<file path="src/sipo_latch_map.vh">
/*
 * Constants for the serial-in, parallel-out latch: widths, reset values,
 * fifo sizing.
 * Assumes inclusion by bare name from the design file.
 */
`ifndef SIPO_LATCH_MAP_VH
`define SIPO_LATCH_MAP_VH
`define STAGE_COUNT 8
`define SHIFT_RESET 8'h00
`define STORE_RESET 8'h00
`define FIFO_DEPTH 32
`endif

</file>
<file path="src/serial_in_parallel_out_latch.v">
/*
 * Serial-in, parallel-out shift register feeding a storage register with
 * three-state parallel outputs and a cascade output; a small fifo carries
 * shifted bytes toward the storage register.
 * Assumes all host pins are asynchronous to core_clk and pulse no faster
 * than about three core_clk periods per level.
 */
// Contract
// - eight-stage shift register feeds an eight-bit storage register.
// - storage register drives eight three-state parallel outputs.
// - shift and storage clocks are independent, both rising-edge acting.
// - drive_enable_n high tri-states parallel outputs; chain output always driven.
// - shift_clear_n low clears all shift stages at once, overriding shifting.
// - shift_clock rising edge loads bit_input into stage one, shifts others up.
// - shift_clock falling edge changes nothing.
// - latch_clock rising edge copies all stages into storage register.
// - latch_clock falling edge changes nothing.
// - with tied clocks, storage takes pre-edge shift contents, lagging one pulse.
// - last stage appears on chain_output for cascading devices.
`timescale 1ns/1ps
`include "sipo_latch_map.vh"

module sync2 (
   input wire clk,
   input wire resetn,
   input wire d,
   output reg q
);
   reg m_q;
   always @(posedge clk or negedge resetn) begin
      if (!resetn) begin
         m_q <= 1'b0;
         q <= 1'b0;
      end else begin
         m_q <= d;
         q <= m_q;
      end
   end
endmodule

module byte_fifo #(
   parameter WIDTH = 8,
   parameter DEPTH = 32,
   parameter AW = 5
) (
   input wire clk,
   input wire resetn,
   // fill side
   input wire in_valid,
   output wire in_ready,
   input wire [WIDTH-1:0] in_data,
   // drain side
   output wire out_valid,
   input wire out_ready,
   output wire [WIDTH-1:0] out_data
);
   reg [WIDTH-1:0] mem [0:DEPTH-1];
   reg [AW-1:0] wr_q;
   reg [AW-1:0] rd_q;
   reg [AW:0] cnt_q;
   // sized copy so the full compare can slice the depth to the AW+1 bit count width
   localparam [31:0] DEPTH_W = DEPTH;
   wire push = in_valid && in_ready;
   wire pop = out_valid && out_ready;
   assign in_ready = (cnt_q != DEPTH_W[AW:0]);
   assign out_valid = (cnt_q != {(AW+1){1'b0}});
   assign out_data = mem[rd_q];
   always @(posedge clk) begin
      if (push) begin
         mem[wr_q] <= in_data;
      end
   end
   always @(posedge clk or negedge resetn) begin
      if (!resetn) begin
         wr_q <= {AW{1'b0}};
         rd_q <= {AW{1'b0}};
         cnt_q <= {(AW+1){1'b0}};
      end else begin
         if (push) begin
            wr_q <= wr_q + {{(AW-1){1'b0}}, 1'b1};
         end
         if (pop) begin
            rd_q <= rd_q + {{(AW-1){1'b0}}, 1'b1};
         end
         if (push && !pop) begin
            cnt_q <= cnt_q + {{AW{1'b0}}, 1'b1};
         end else if (pop && !push) begin
            cnt_q <= cnt_q - {{AW{1'b0}}, 1'b1};
         end
      end
   end
endmodule

module serial_in_parallel_out_latch #(
   parameter STAGES = `STAGE_COUNT,
   parameter DEPTH = `FIFO_DEPTH
) (
   // core
   input wire core_clk,
   input wire resetn,
   // host pins
   input wire bit_input,
   input wire shift_clock,
   input wire shift_clear_n,
   input wire latch_clock,
   input wire drive_enable_n,
   // outputs
   output reg [STAGES-1:0] parallel_outputs,
   output reg [STAGES-1:0] parallel_outputs_oe,
   output reg chain_output
);
   wire bit_s, sclk_s, clr_n_s, lclk_s, oe_n_s;
   reg sclk_prev_q, lclk_prev_q;
   reg [STAGES-1:0] shift_q;
   reg [STAGES-1:0] store_q;
   wire fifo_in_ready, fifo_out_valid;
   wire [STAGES-1:0] fifo_out_data;

   sync2 u_s_bit (.clk(core_clk), .resetn(resetn), .d(bit_input), .q(bit_s));
   sync2 u_s_sclk (.clk(core_clk), .resetn(resetn), .d(shift_clock), .q(sclk_s));
   sync2 u_s_clr (.clk(core_clk), .resetn(resetn), .d(shift_clear_n), .q(clr_n_s));
   sync2 u_s_lclk (.clk(core_clk), .resetn(resetn), .d(latch_clock), .q(lclk_s));
   sync2 u_s_oe (.clk(core_clk), .resetn(resetn), .d(drive_enable_n), .q(oe_n_s));

   // edges found on synchronised copies only
   wire sclk_rise = sclk_s && !sclk_prev_q;
   wire lclk_rise = lclk_s && !lclk_prev_q;

   // each latch edge pushes the pre-edge shift contents; fifo then drains
   // into the storage register, so a tied-clock edge still sees old data
   byte_fifo #(.WIDTH(STAGES), .DEPTH(DEPTH), .AW(5)) u_fifo (
      .clk(core_clk),
      .resetn(resetn),
      .in_valid(lclk_rise),
      .in_ready(fifo_in_ready),
      .in_data(shift_q),
      .out_valid(fifo_out_valid),
      .out_ready(1'b1),
      .out_data(fifo_out_data)
   );

   always @(posedge core_clk or negedge resetn) begin
      if (!resetn) begin
         sclk_prev_q <= 1'b0;
         lclk_prev_q <= 1'b0;
         shift_q <= `SHIFT_RESET;
         store_q <= `STORE_RESET;
         parallel_outputs <= `STORE_RESET;
         parallel_outputs_oe <= {STAGES{1'b0}};
         chain_output <= 1'b0;
      end else begin
         sclk_prev_q <= sclk_s;
         lclk_prev_q <= lclk_s;
         if (!clr_n_s) begin
            shift_q <= `SHIFT_RESET;
         end else if (sclk_rise) begin
            shift_q <= {shift_q[STAGES-2:0], bit_s};
         end
         if (fifo_out_valid) begin
            store_q <= fifo_out_data;
         end
         parallel_outputs <= store_q;
         parallel_outputs_oe <= {STAGES{~oe_n_s}};
         // chain always driven, no enable
         chain_output <= shift_q[STAGES-1];
      end
   end
endmodule

</file>
<file path="config.mk">
export PLATFORM = sky130hd
export DESIGN_NAME = serial_in_parallel_out_latch
export DESIGN_NICKNAME = d
export VERILOG_FILES = /design/src/serial_in_parallel_out_latch.v
export VERILOG_INCLUDE_DIRS = /design/src
export SDC_FILE = /design/constraint.sdc
export NUM_CORES = 1
export LEC_CHECK = 0
export ABC_AREA = 1
export BUFFER_PORTS_ARGS = -buffer_cell sky130_fd_sc_hd__buf_2
export CORE_ASPECT_RATIO = 0.7
export CORE_UTILIZATION = 60
export CTS_CLUSTER_SIZE = 8
export DETAILED_ROUTE_END_ITERATION = 8
export PLACE_DENSITY = 0.77
export SYNTH_ARGS = -nofsm -noshare
export SYNTH_HDL_FRONTEND = slang
export SYNTH_SLANG_ARGS = --single-unit
export TNS_END_PERCENT = 20
</file>
<file path="constraint.sdc">
create_clock -name core_clk -period 3.1 [get_ports core_clk]
set_clock_uncertainty 0.05 [all_clocks]
set_input_delay 0.775 -clock core_clk [delete_from_list [all_inputs] [get_ports core_clk]]
set_output_delay 0.775 -clock core_clk [all_outputs]
set_load 0.005 [all_outputs]
</file>
==> flow_summary.ini <==
[setup_path]
rr_worst_depth = 10
cp.required_ns = 3.48
path_cells = nor2_1 -> nand3_1 -> clkinv_1 -> ha_1 -> inv_1 -> ha_1 -> a21oi_1 -> nand2_1 -> xnor2_1 -> o21ai_0
crit_family = adder cells
crit_path_start_kind = register
cp-end-kind = register
critPathBufInv = 2
max_stage_delay_ns = 0.46
path_class = reg2reg
r2r_setup_slack_ns = 0.47
critPathMaxFanout = 9
r2r_end = u_fifo.cnt_q[3]
cpMostUsedCell = ha_1
reg2reg_from = u_fifo.cnt_q[0]
critical-path-slowest-cell = dfrtp_1
cp.arrival_ns = 3.01

[clock_tree]
cts_tree = yes
clock_path_buffers = 3
clock_sinks = 310
cts-resized-gates = 0
cts_buffers = 44
clkLatencyLatePin_ns = 0.53
cts_max_level = 2
post_cts_buffers = 0
clk_pin_slew_ns = 0.05
hold_buffers = 0
cts_root_buf = clkbuf_16

[floorplan]
io_pins = 24
num_rows = 44
die_h_um = 125
fp.coreArea_sq_um = 20900
start_util = 0.619
dieArea_sq_um = 22200
fp.dieW_um = 178

[finish]
stdcell_count = 1551
final_common_cell = nand2_1
final_area_sq_um = 14600
syn_to_final_growth_pct = 12.7
fin_nets = 1256
mostFrequentLayoutCells = nand2_1 (380), edfxtp_1 (256), nand3_1 (166)
layout-drive-gt1-share = 0.0785

[power]
sw_frac_of_total = 0.348
power.leakage_nw = 6.03
pwr-share-seq = 0.385
power_density_nw_per_um2 = 927
p_int_mw = 8.81
power_frac_comb = 0.286
peakVddDrop_mv = 0.589
clkPwrFrac = 0.329
switching_power_mw = 4.71

[place]
port_buffers = 23
gp_congestion = 0.886
dp_hpwl_um = 17800
dp_cells = 1469
postPlaceCellArea_sq_um = 13300

[grt]
grtUsageTotal = 0.282
antenna_found_initial = 1
grt_pass1_vias = 8412
grt_overflow_total = 0
grt_max_degree = 140
grt_pass1_wl_um = 46300

[timing]
fmax_mhz = 381
maxSlewViolCount = 0
relSlewSlack = 0.396
rsz0062_at_grt = false
fin_crit_sh = 0.847
fin_crit_ns = 2.63
setup_viol = 0
tns_ns = 0
worstMarginPinSlew_ns = 0.906
final-hold-violation-count = 0

[logic_synthesis]
avgSynthCellArea_sq_um = 10.7
synth.distinct_cells = 22
synth-seq-cells = 310
netlist_area_sq_um = 12900
synth_nets = 1230
syn_inst = 1213
ys_seq_area_frac = 0.698
yosys_warnings = 0

[job]
drv_cap = 0

[hold_path]
hold_class = in2async

[routing]
wl_per_cell_um = 19.1
drtAntennaViolNets = 0
drcViolationCount = 0
wirelength_um = 29700
drt_iter0_markers = 1195
vias = 8776
drtPass1Iterations = 6
vias_per_cell = 5.66

[status]
outcome = finished, final reports clean
-- flip-flops by register name, summed over array words and instances, names as in the netlist --
signal               flops
u_s_sclk.q               1
u_s_bit.q                1
u_s_sclk.m_q             1
u_s_oe.m_q               1
u_fifo.mem             256
u_s_clr.m_q              1
u_fifo.wr_q              5
store_q                  8
u_s_lclk.q               1
chain_output             1
u_s_lclk.m_q             1
sclk_prev_q              1
u_fifo.rd_q              5
shift_q                  8
lclk_prev_q              1
parallel_outputs         8
u_s_bit.m_q              1
u_s_oe.q                 1
parallel_outputs_oe      1
u_s_clr.q                1
u_fifo.cnt_q             6
-- through the flow --
step | total power, mW | utilization | hold slack [ns] | worst slack, ns
2_1_floorplan | 7.88 | - | 0.281 | 0.859
3_3_place_gp | 8.94 | 0.635 | 0.282 | 0.672
3_5_place_dp | 9.02 | 0.635 | 0.285 | 0.484
4_1_cts | 13.5 | 0.697 | 0.232 | 0.493
5_1_grt | 14.2 | 0.697 | 0.262 | 0.327
6_report | 13.5 | 0.697 | 0.237 | 0.473
-- cells in the mapped netlist --
| cell | instances | area share |
|---|---|---|
| buf_1 | 3 | 0.00087 |
| xor2_1 | 7 | 0.0047 |
| inv_1 | 123 | 0.036 |
| o21ai_0 | 22 | 0.0085 |
| nand3_1 | 166 | 0.064 |
| nand2_1 | 380 | 0.11 |
| ha_1 | 10 | 0.0097 |
| a21oi_1 | 29 | 0.011 |
| o211ai_1 | 1 | 0.00058 |
| buf_4 | 11 | 0.0064 |
| edfxtp_1 | 256 | 0.59 |
| xnor2_1 | 3 | 0.0020 |
| nand4_1 | 3 | 0.0014 |
| clkinv_1 | 2 | 0.00058 |
| o2111ai_1 | 1 | 0.00068 |
| dfrtp_1 | 54 | 0.10 |
| o31ai_1 | 1 | 0.00058 |
| inv_2 | 3 | 0.00087 |
| clkbuf_1 | 14 | 0.0041 |
| nor2_1 | 87 | 0.025 |
| buf_2 | 35 | 0.014 |
| nor3_1 | 2 | 0.00077 |
-- logic make-up (layout without fill, tap and decap cells) --
kind of cell,Yosys count,in the layout,share of synthesized area
AOI/OAI and AO/OA,54,54,0.0216
xor gates and xnor gates,10,10,0.00677
adders and majority gates,10,10,0.00967
buffers and inverters,191,252,0.0620
DFF,310,310,0.698
other,0,1,0
and+or+nand+nor,638,638,0.202
-- how the worst max path moves through the flow --
stage | startpoint | endpoint | slack (ns) | cells after the start
2_1_floorplan | u_fifo.cnt_q[0] | u_fifo.cnt_q[3] | 0.86 | 12
3_3_place_gp | u_fifo.cnt_q[0] | u_fifo.cnt_q[5] | 0.67 | 13
3_5_place_dp | u_fifo.cnt_q[0] | u_fifo.cnt_q[3] | 0.48 | 10
4_1_cts | u_fifo.cnt_q[0] | u_fifo.cnt_q[3] | 0.49 | 10
5_1_grt | u_fifo.cnt_q[0] | u_fifo.cnt_q[3] | 0.33 | 10
6_report | u_fifo.cnt_q[0] | u_fifo.cnt_q[3] | 0.47 | 10
-- routing by layer --
layer,track usage,vias to the layer above,part of all wire
li1,-,4062,-
met5,0,-,0
met3,0.0742,77,0.11
met4,0.0925,0,0.027
met2,0.414,503,0.44
met1,0.411,4134,0.42
-- power by group through the flow --
stage | Sequential [mW] | Combinational, mW | Clock (mW)
floorplan | 5.11 | 2.77 | 0
global placement | 5.25 | 3.69 | 0
detailed placement | 5.26 | 3.76 | 0
CTS | 5.19 | 3.80 | 4.49
global route | 5.23 | 4.29 | 4.69
finish | 5.20 | 3.87 | 4.45
-- final cells by class --
class	count	area [sq um]
clock inverters	1	16.3
diodes	1	2.50
well taps	276	345
repair buffers	43	303
flip-flops and latches	310	9050
fillers	1535	6330
multi-input cells	712	3100
clock buffers	80	1290
inverters	128	482
(Power assumes the default switching activity.)
